==> config.mk <==
export PLATFORM = sky130hd
export DESIGN_NAME = serial_peripheral_master_port
export DESIGN_NICKNAME = d
export VERILOG_FILES = /design/src/common/spi_master_pkg.sv /design/src/core/serial_peripheral_master_port.sv
export SDC_FILE = /design/constraint.sdc
export NUM_CORES = 1
export LEC_CHECK = 0
export BUFFER_PORTS_ARGS = -buffer_cell sky130_fd_sc_hd__buf_2
export CAP_MARGIN = 15
export CORE_ASPECT_RATIO = 0.6
export CORE_MARGIN = 2
export CORE_UTILIZATION = 46
export DETAILED_ROUTE_END_ITERATION = 10
export GPL_TIMING_DRIVEN = 0
export MAX_ROUTING_LAYER = met4
export PLACE_DENSITY_LB_ADDON = 0.15
export SKIP_LAST_GASP = 1
export SLEW_MARGIN = 20
export SYNTH_ARGS = -nofsm -noshare
export SYNTH_HDL_FRONTEND = slang
export SYNTH_SLANG_ARGS = --single-unit
==> constraint.sdc <==
create_clock -name clock -period 5.33 [get_ports clock]
set_input_delay 0.2665 -clock clock [delete_from_list [all_inputs] [get_ports clock]]
set_output_delay 0.2665 -clock clock [all_outputs]
set_load 0.005 [all_outputs]
==> src/common/spi_master_pkg.sv <==
package spi_master_pkg;
   localparam int CLEN_W = 5;                 // char length minus one, 0..31
   localparam int FLEN_W = 12;                // frame length minus one, 0..4095
   localparam int DIV_W = 16;                 // half-period divider width
   localparam int DLY_W = 2;                  // cs-to-data delay, 0..3 clocks
   localparam int NCS = 4;
   localparam logic [DIV_W-1:0] DIV_RESET = 16'h0000;
   localparam logic [CLEN_W:0] BITCNT_RESET = 6'h00;
   localparam logic [FLEN_W:0] CHRCNT_RESET = 13'h0000;
   localparam int SYNC_STAGES = 3;

   // per-select link options
   typedef struct packed {
      logic clock_polarity_sel;
      logic clock_phase_sel;
      logic cs_active_high;
   } cs_cfg_t;

   // one transfer command
   typedef struct packed {
      logic [1:0] cs_num;
      logic [CLEN_W-1:0] char_len_m1;
      logic [FLEN_W-1:0] frame_len_m1;
      logic [DLY_W-1:0] data_delay;
      logic loopback;
      logic irq_enable;
   } cmd_t;

   typedef enum logic [2:0] {
      ST_IDLE = 3'b000,
      ST_SELECT = 3'b001,
      ST_LEAD = 3'b010,
      ST_TRAIL = 3'b011,
      ST_DONE = 3'b100
   } state_t;
endpackage : spi_master_pkg

==> src/core/serial_peripheral_master_port.sv <==
`timescale 1ns/100ps
module serial_peripheral_master_port (
   // system
   input wire logic clock,
   input wire logic rst,
   // configuration
   input wire logic [spi_master_pkg::DIV_W-1:0] clock_divider,
   input wire spi_master_pkg::cs_cfg_t [spi_master_pkg::NCS-1:0] cs_config,
   // command and data
   input wire logic cmd_start,
   input wire spi_master_pkg::cmd_t cmd,
   input wire logic [31:0] tx_data,
   output logic tx_data_taken,
   output logic [31:0] rx_data,
   output logic rx_valid,
   // status
   output logic busy,
   output logic char_irq,
   // serial link
   output logic serial_clock_out,
   output logic [spi_master_pkg::NCS-1:0] slave_select_out,
   output logic serial_tx_out,
   input wire logic serial_rx_in
);
   import spi_master_pkg::*;

   state_t state_reg;
   cmd_t cmd_reg;
   logic [DIV_W-1:0] div_cnt_reg;
   logic [CLEN_W:0] bit_cnt_reg;
   logic [FLEN_W:0] chr_cnt_reg;
   logic [DLY_W-1:0] dly_cnt_reg;
   logic [31:0] tx_shift_reg;
   logic [31:0] rx_shift_reg;
   logic [SYNC_STAGES-1:0] rx_sync_reg;
   logic rx_level_reg;
   logic tick;
   logic cpol;
   logic cpha;
   logic rx_bit;
   logic last_bit;
   logic last_char;
   logic [NCS-1:0] sel_onehot;
   // decoded shift strobes, shared so the shift processes cannot disagree
   logic load_first;
   logic present_first;
   logic lead_edge;
   logic trail_edge;
   logic drive_edge;
   logic sample_edge;
   logic char_end;

   // stretch a frame-level index to a one-hot select vector
   function automatic logic [NCS-1:0] onehot(input logic [1:0] n);
      onehot = 4'h1 << n;
   endfunction : onehot

   // left-align a right-justified character so its msb sits in bit 31
   // the bits above the programmed length fall off the top and are never sent
   function automatic logic [31:0] align_char(input logic [31:0] data,
                                              input logic [CLEN_W-1:0] len_m1);
      align_char = data << (6'd31 - {1'b0, len_m1});
   endfunction : align_char

   assign cpol = cs_config[cmd_reg.cs_num].clock_polarity_sel;
   assign cpha = cs_config[cmd_reg.cs_num].clock_phase_sel;
   assign last_bit = (bit_cnt_reg == {1'b0, cmd_reg.char_len_m1});
   assign last_char = (chr_cnt_reg == {1'b0, cmd_reg.frame_len_m1});
   // loopback bypasses the pin so a board fault cannot mask a core fault
   assign rx_bit = cmd_reg.loopback ? serial_tx_out : rx_level_reg;

   // receive pin synchroniser; only the settled stages are compared
   always_ff @(posedge clock) begin
      if (rst) begin
         rx_sync_reg <= '0;
         rx_level_reg <= 1'b0;
      end else begin
         rx_sync_reg <= {rx_sync_reg[SYNC_STAGES-2:0], serial_rx_in};
         if (rx_sync_reg[1] == rx_sync_reg[2]) begin
            rx_level_reg <= rx_sync_reg[2];
         end
      end
   end

   // half-period divider: one tick per serial clock edge
   always_ff @(posedge clock) begin
      if (rst || state_reg == ST_IDLE || tick) begin
         div_cnt_reg <= DIV_RESET;
      end else begin
         div_cnt_reg <= div_cnt_reg + 16'h0001;
      end
   end
   assign tick = (div_cnt_reg >= clock_divider);

   // transfer sequencer
   always_ff @(posedge clock) begin
      if (rst) begin
         state_reg <= ST_IDLE;
         cmd_reg <= '0;
         bit_cnt_reg <= BITCNT_RESET;
         chr_cnt_reg <= CHRCNT_RESET;
         dly_cnt_reg <= '0;
      end else begin
         case (state_reg)
            ST_IDLE: begin
               if (cmd_start) begin
                  cmd_reg <= cmd;
                  bit_cnt_reg <= BITCNT_RESET;
                  chr_cnt_reg <= CHRCNT_RESET;
                  dly_cnt_reg <= cmd.data_delay;
                  state_reg <= ST_SELECT;
               end
            end
            ST_SELECT: begin
               // a full serial clock period per delay step
               if (tick) begin
                  if (dly_cnt_reg == 2'h0) begin
                     state_reg <= ST_LEAD;
                  end else begin
                     dly_cnt_reg <= dly_cnt_reg - 2'h1;
                     state_reg <= ST_DONE;
                  end
               end
            end
            ST_DONE: begin
               // second half of a delay step
               if (tick) begin
                  state_reg <= ST_SELECT;
               end
            end
            ST_LEAD: begin
               if (tick) begin
                  state_reg <= ST_TRAIL;
               end
            end
            ST_TRAIL: begin
               if (tick) begin
                  if (!last_bit) begin
                     bit_cnt_reg <= bit_cnt_reg + 6'h01;
                     state_reg <= ST_LEAD;
                  end else if (!last_char) begin
                     bit_cnt_reg <= BITCNT_RESET;
                     chr_cnt_reg <= chr_cnt_reg + 13'h0001;
                     state_reg <= ST_LEAD;
                  end else begin
                     state_reg <= ST_IDLE;
                  end
               end
            end
            default: begin
               state_reg <= ST_IDLE;
            end
         endcase
      end
   end

   // serial clock: idle at polarity, toggles on each tick while shifting
   always_ff @(posedge clock) begin
      if (rst) begin
         serial_clock_out <= 1'b0;
      end else if (state_reg == ST_LEAD || state_reg == ST_TRAIL) begin
         if (tick) begin
            serial_clock_out <= (state_reg == ST_LEAD) ? ~cpol : cpol;
         end
      end else begin
         serial_clock_out <= cs_config[state_reg == ST_IDLE ? cmd.cs_num : cmd_reg.cs_num]
                             .clock_polarity_sel;
      end
   end

   // chip selects: only the addressed one asserts, for the whole frame
   assign sel_onehot = onehot(cmd_reg.cs_num);
   generate
      for (genvar i = 0; i < NCS; i++) begin : g_select
         // each pin keeps its own level, so an unused select follows only its own polarity
         always_ff @(posedge clock) begin
            if (rst) begin
               slave_select_out[i] <= 1'b1;
            end else begin
               slave_select_out[i] <= ((state_reg != ST_IDLE) && sel_onehot[i])
                                      ~^ cs_config[i].cs_active_high;
            end
         end
      end
   endgenerate

   // shift strobes: msb-first within the programmed length
   // phase 0 presents data before the lead edge, samples on lead, shifts on trail;
   // phase 1 shifts on the lead edge and samples on the trail edge
   assign load_first = (state_reg == ST_IDLE) && cmd_start;
   assign present_first = (state_reg == ST_SELECT) && tick && (dly_cnt_reg == 2'h0) && !cpha;
   assign lead_edge = tick && (state_reg == ST_LEAD);
   assign trail_edge = tick && (state_reg == ST_TRAIL);
   // the last trail edge of a character reloads instead of shifting
   assign drive_edge = cpha ? lead_edge : (trail_edge && !last_bit);
   assign sample_edge = cpha ? trail_edge : lead_edge;
   assign char_end = trail_edge && last_bit;

   // transmit shifter; software supplies each next character on the pins
   always_ff @(posedge clock) begin
      if (rst) begin
         tx_shift_reg <= '0;
      end else if (load_first) begin
         tx_shift_reg <= align_char(tx_data, cmd.char_len_m1);
      end else if (char_end) begin
         if (!cpha && !last_char) begin
            // phase 0 puts the msb on the pin now, so the shifter starts one bit on
            tx_shift_reg <= align_char(tx_data, cmd_reg.char_len_m1) << 1;
         end else begin
            tx_shift_reg <= align_char(tx_data, cmd_reg.char_len_m1);
         end
      end else if (present_first || drive_edge) begin
         tx_shift_reg <= {tx_shift_reg[30:0], 1'b0};
      end
   end

   // transmit pin; it holds the last bit sent after a frame until the next start clears it
   always_ff @(posedge clock) begin
      if (rst) begin
         serial_tx_out <= 1'b0;
      end else if (load_first) begin
         serial_tx_out <= 1'b0;
      end else if (char_end) begin
         if (!cpha && !last_char) begin
            serial_tx_out <= tx_data[cmd_reg.char_len_m1];
         end
      end else if (present_first || drive_edge) begin
         serial_tx_out <= tx_shift_reg[31];
      end
   end

   // receive shifter; cleared per character so short characters come out
   // right-justified with zeros above them
   always_ff @(posedge clock) begin
      if (rst) begin
         rx_shift_reg <= '0;
      end else if (load_first || char_end) begin
         rx_shift_reg <= '0;
      end else if (sample_edge) begin
         rx_shift_reg <= {rx_shift_reg[30:0], rx_bit};
      end
   end

   // handover pulses and the received character
   always_ff @(posedge clock) begin
      if (rst) begin
         tx_data_taken <= 1'b0;
         rx_data <= '0;
         rx_valid <= 1'b0;
         char_irq <= 1'b0;
      end else begin
         tx_data_taken <= load_first || (char_end && !last_char);
         rx_valid <= char_end;
         char_irq <= char_end && cmd_reg.irq_enable;
         if (char_end) begin
            // phase 1 samples its last bit on this very edge
            rx_data <= cpha ? {rx_shift_reg[30:0], rx_bit} : rx_shift_reg;
         end
      end
   end

   // busy is registered; it rises with the sequencer leaving idle and falls one cycle after it returns
   always_ff @(posedge clock) begin
      if (rst) begin
         busy <= 1'b0;
      end else begin
         busy <= (state_reg != ST_IDLE) || cmd_start;
      end
   end
endmodule : serial_peripheral_master_port

Yosys cells after proc, flatten, opt, wreduce, memory -nomap -nowiden
Cells that the tools add are included.

Bits in registers: 171. Word-level logic and storage cells: 145.

Bitwise operators: 5. $add $sub $neg: 6. Order comparisons: 4. Mux-type cells: 44. Reductions and logical operators: 40. Shift-type cells: 3. Eq/ne operators: 18.

Operator list (number): $mux 32 (5); $shl 32x6->32 (2); $mux 13 (4); $pmux 13 s2 (1); $mux 3 (8); $mux 6 (4); $ne 2x2->1 const B (9); $add 16x1->16 const B (1); $ge 16x16->1 (1); $logic_and 1x1->1 (15); $pmux 3 s5 (1); $add 13x1->13 const B (1); $eq 13x12->1 (1); $bmux 3 s2 (2); $mux 2 (6); $pmux 6 s2 (1); $sub 5x5->6 const A (2); $mux 1 (10); $reduce_and 5->1 (2); $reduce_and 4->1 (2); $logic_or 1x1->1 (7); $add 6x1->6 const B (1); $eq 3x2->1 const B (2); $eq 6x5->1 (1); other kinds (20) (31).

Longest topological paths before layout
Depth after elaboration: 8. Depth in mapped cells: 12.

Worst setup path before layout
OpenSTA, ideal clock, no wires.

Path kind: flip-flop to flip-flop. Start: reg div_cnt_reg[0]. End: reg state_reg[0]. Stages on the path, launching flop included: 13. Setup time: 0.128 ns. Path slack: 2.906 ns. Data arrival time: 2.297 ns. Required time: 5.202 ns. Cells stage by stage: dfxtp_1 inv_1 ha_1 nand2b_1 a21oi_1 o21ai_0 a221o_1 nor2_1 buf_2 clkbuf_1 o21ai_0 a32oi_1 nor2_1.

Cells in the longest elaborated chain, start to end: 3.

RTL lines: start, declared (line serial_peripheral_master_port.sv:29) `logic [DIV_W-1:0] div_cnt_reg;`; start signal, assigned (line serial_peripheral_master_port.sv:90) `div_cnt_reg <= div_cnt_reg + 16'h0001;`; $ge 16x16->1 (*) (line serial_peripheral_master_port.sv:93) `assign tick = (div_cnt_reg >= clock_divider);`; $ne 2x2->1 (no source line); $reduce_and 5->1 (no source line) (*); end signal, assigned (line serial_peripheral_master_port.sv:98) `state_reg <= ST_IDLE;`; end signal, assigned (line serial_peripheral_master_port.sv:111) `state_reg <= ST_SELECT;`; end signal, assigned (line serial_peripheral_master_port.sv:118) `state_reg <= ST_LEAD;`; end, declared (line serial_peripheral_master_port.sv:27) `state_t state_reg;`.

Every way passes the cells marked *; elsewhere a longest branch is shown, timed or not. A chain may end at the register's enable or synchronous reset.

Worst setup path after layout
Start: reg div_cnt_reg[0]. End: reg tx_shift_reg[7].

Cells in the longest elaborated chain, start to end: 6.

RTL lines: $ge 16x16->1 (*) (line serial_peripheral_master_port.sv:93); $logic_and 1x1->1, on equally long branches (line serial_peripheral_master_port.sv:193, serial_peripheral_master_port.sv:191); $logic_and 1x1->1, on equally long branches (line serial_peripheral_master_port.sv:195, serial_peripheral_master_port.sv:191); $mux 1 / $logic_and 1x1->1 (equally long branches) (line serial_peripheral_master_port.sv:195, serial_peripheral_master_port.sv:191); $logic_or 1x1->1 (line serial_peripheral_master_port.sv:212) `end else if (present_first || drive_edge) begin`; $reduce_bool 3->1 (no source line); end signal, assigned (line serial_peripheral_master_port.sv:204) `tx_shift_reg <= align_char(tx_data, cmd.char_len_m1);`; end signal, assigned (line serial_peripheral_master_port.sv:210) `tx_shift_reg <= align_char(tx_data, cmd_reg.char_len_m1);`; end signal, assigned (line serial_peripheral_master_port.sv:213) `tx_shift_reg <= {tx_shift_reg[30:0], 1'b0};`; end, declared (line serial_peripheral_master_port.sv:33) `logic [31:0] tx_shift_reg;`.

Marked as above.

==> reports/metrics.csv <==
metric,value,unit
firstDrtPassIters,8,
startpoint_type,flip-flop,
nNetsFinal,1614,
max-cap-violations,0,
worst_pin_slew,1300,ps
relSlewSlack,11.2,%
ys.warnings.count,0,
die_h,126,µm
htreeDepth,4,
fill_cells,2336,
ir_drop,0.207,mV
min_period,3440,ps
startpoint,div_cnt_reg[0],
dieArea,26000,µm²
worstRegToRegCells,11,
postCtsSetupBuffers,0,
arrival,3800,ps
fmax,0.290,GHz
ys_seq_area_share,30.2,%
setup_tns,0,ps
drtIter0Drc,1405,
setup_viol_count_final,0,
route.met3.wl,4390,µm
syn_area_per_cell,8.32,µm²
hold_class,in2reg,
worstSetupEndpointType,flip-flop,
gp_congestion,0.988,
drive_above_1_share,18.7,%
min_from,serial_rx_in,
grt_setup_unrepaired,false,
cts-buffers-inserted,17,
ys_ff_latch,171,
place_area,12400,µm²
final_cell_area,13000,µm²
grt_max_degree,17,
fp.dieW,207,µm
routed_via_density,6.05,
fin_crit_sh,64.6,%
area_delta_synth_final,14.2,%
clock-root-buffer,clkbuf_16,
cts_hold_buf,0,
core_area,24200,µm²
ys_types,67,
cts.clk_slew.worst_paths,70,ps
cts_resized,0,
synth-edff-count,0,
timing.critical_path.to,tx_shift_reg[7],
gr-total-overflow,0,
outcome,"complete, no violations",
grt_pass1_vias,10400,
syn_area,11300,µm²
synthesis.nets,1470,
antennaDiodeCount,0,
hpwl,29800,µm
finClkSkew,12.5,ps
crit_type,reg2reg,
row_count,44,
hold_violations,0,
synthArstFlopShare,0,%
synth_ff_type,dfxtp_1,
initial_core_util,46.8,%
power.density,279,nW/µm²
cts.sinks,171,
top_layer_used,met4,
reg2reg_from,div_cnt_reg[0],
via_count,11100,
drtAntennaViolNets,0,
io_pins,129,
clockBufferDepth,2,
wl_per_cell,20.8,µm
drc,0,
wl_met1,18600,µm
wl_met2,14900,µm
grt_pass1_wl,59500,µm
clkLatencyLatePin,440,ps
portBuffers,125,
required,5690,ps
final_max_slew_viol_count,0,
leakage,4.97,nW
crit_fanout,10,
worstReg2RegEnd,tx_shift_reg[7],
antenna_found_initial,0,
postSynthCellCount,1363,
grtUsageTotal,30.8,%
r2r_slack,1890,ps
wl,38200,µm
cts_tree,yes,
-- cell families after synthesis --
group	after synthesis	synth area share, %
multiplexers	185	21.4
buffers and inverters	144	5.71
AO/OA/AOI/OAI	330	19.3
XOR/XNOR	43	3.32
AND/OR/NAND/NOR	470	17.9
flip-flops	171	30.2
adder cells (fa/ha/maj)	20	2.21
-- report_power, final --
part | internal [W] | total (W) | leakage [nW] | switching [W]
Sequential | 0.00134 | 0.00137 | 1.39 | 0.0000375
Clock | 0.000751 | 0.00127 | 0.281 | 0.000520
Combinational | 0.000373 | 0.000974 | 3.31 | 0.000601
Total | 0.00246 | 0.00362 | 4.97 | 0.00116
-- Yosys cell counts (all sizes together), types with 5 or more instances --
master | instances | area share [%]
a21o | 5 | 0.33
xnor2 | 26 | 2.0
nor2b | 12 | 0.66
and3 | 12 | 0.66
buf | 61 | 3.0
a22oi | 7 | 0.58
o22ai | 10 | 0.55
mux2i | 112 | 9.9
nand4 | 9 | 0.50
a311oi | 11 | 0.85
nor2 | 159 | 5.3
a21oi | 117 | 5.2
a211oi | 62 | 4.1
ha | 20 | 2.2
a221oi | 11 | 0.85
nor3 | 15 | 0.71
mux4 | 43 | 8.5
xor2 | 17 | 1.3
dfxtp | 171 | 30
o211ai | 19 | 1.3
nand3 | 25 | 1.1
mux2 | 30 | 3.0
nand2 | 193 | 6.4
clkbuf | 51 | 1.7
o31ai | 5 | 0.33
nand2b | 10 | 0.55
inv | 31 | 1.0
and2 | 11 | 0.61
o21ai | 39 | 1.7
a2111oi | 6 | 0.52
or3 | 12 | 0.66
o221ai | 5 | 0.39
-- through the flow --
step	hold slack, ps	utilization [%]	setup WS, ps	std cells	total power [W]
2_1_floorplan	395	-	2910	1363	0.00206
3_3_place_gp	430	51.1	2000	1810	0.00234
3_5_place_dp	433	51.1	2160	1810	0.00235
4_1_cts	12.8	53.5	2090	1839	0.00360
5_1_grt	51.1	53.5	1900	1839	0.00377
6_report	28.4	53.5	1890	1839	0.00362
-- how the worst min path moves through the flow --
stage / endpoint / slack (ps) / cells past startpoint
finish: rx_sync_reg[0] / 30 / 2
floorplan: rx_sync_reg[0] / 390 / 1
detailed placement: rx_sync_reg[1] / 430 / 1
global placement: rx_sync_reg[1] / 430 / 1
global route: slave_select_out[1] / 50 / 3
CTS: rx_sync_reg[0] / 10 / 2
-- metal layers --
layer | global-route usage (%) | vias to the layer above
met5 | - | -
met4 | 5.42 | 0
met3 | 9.89 | 34
met2 | 39.8 | 520
met1 | 46.3 | 5323
li1 | - | 5240
-- cell usage in the layout, fill, tap and decap left out, drive strengths merged, types with 20 or more instances in the layout --
cell	synthesis	layout
nand2	193	193
buf	61	186
dfxtp	171	171
nor2	159	159
a21oi	117	117
mux2i	112	112
clkbuf	51	72
a211oi	62	62
mux4	43	43
o21ai	39	39
inv	31	31
mux2	30	30
xnor2	26	26
nand3	25	25
ha	20	20
-- final cells by class --
class | count | area [µm²] | area share [%]
inverters | 32 | 120 | 0.927
flip-flops and latches | 171 | 3420 | 26.4
multi-input cells | 1048 | 7270 | 56.1
well taps | 322 | 403 | 3.11
plain buffers | 112 | 528 | 4.08
repair buffers | 125 | 626 | 4.83
clock inverters | 8 | 120 | 0.927
clock buffers | 21 | 460 | 3.55
-- worst max-delay path, cell delays in order (launching register included) --
cell and delay, ps:
dfxtp_1 470, inv_1 80, ha_1 270, nand2b_1 90
a21oi_1 60, o21ai_0 190, a221o_1 380, o21ai_1 130
buf_2 220, a2111oi_0 1030, a221oi_1 150, a211oi_1 290
Note: power is estimated with default switching activity, not from simulation.
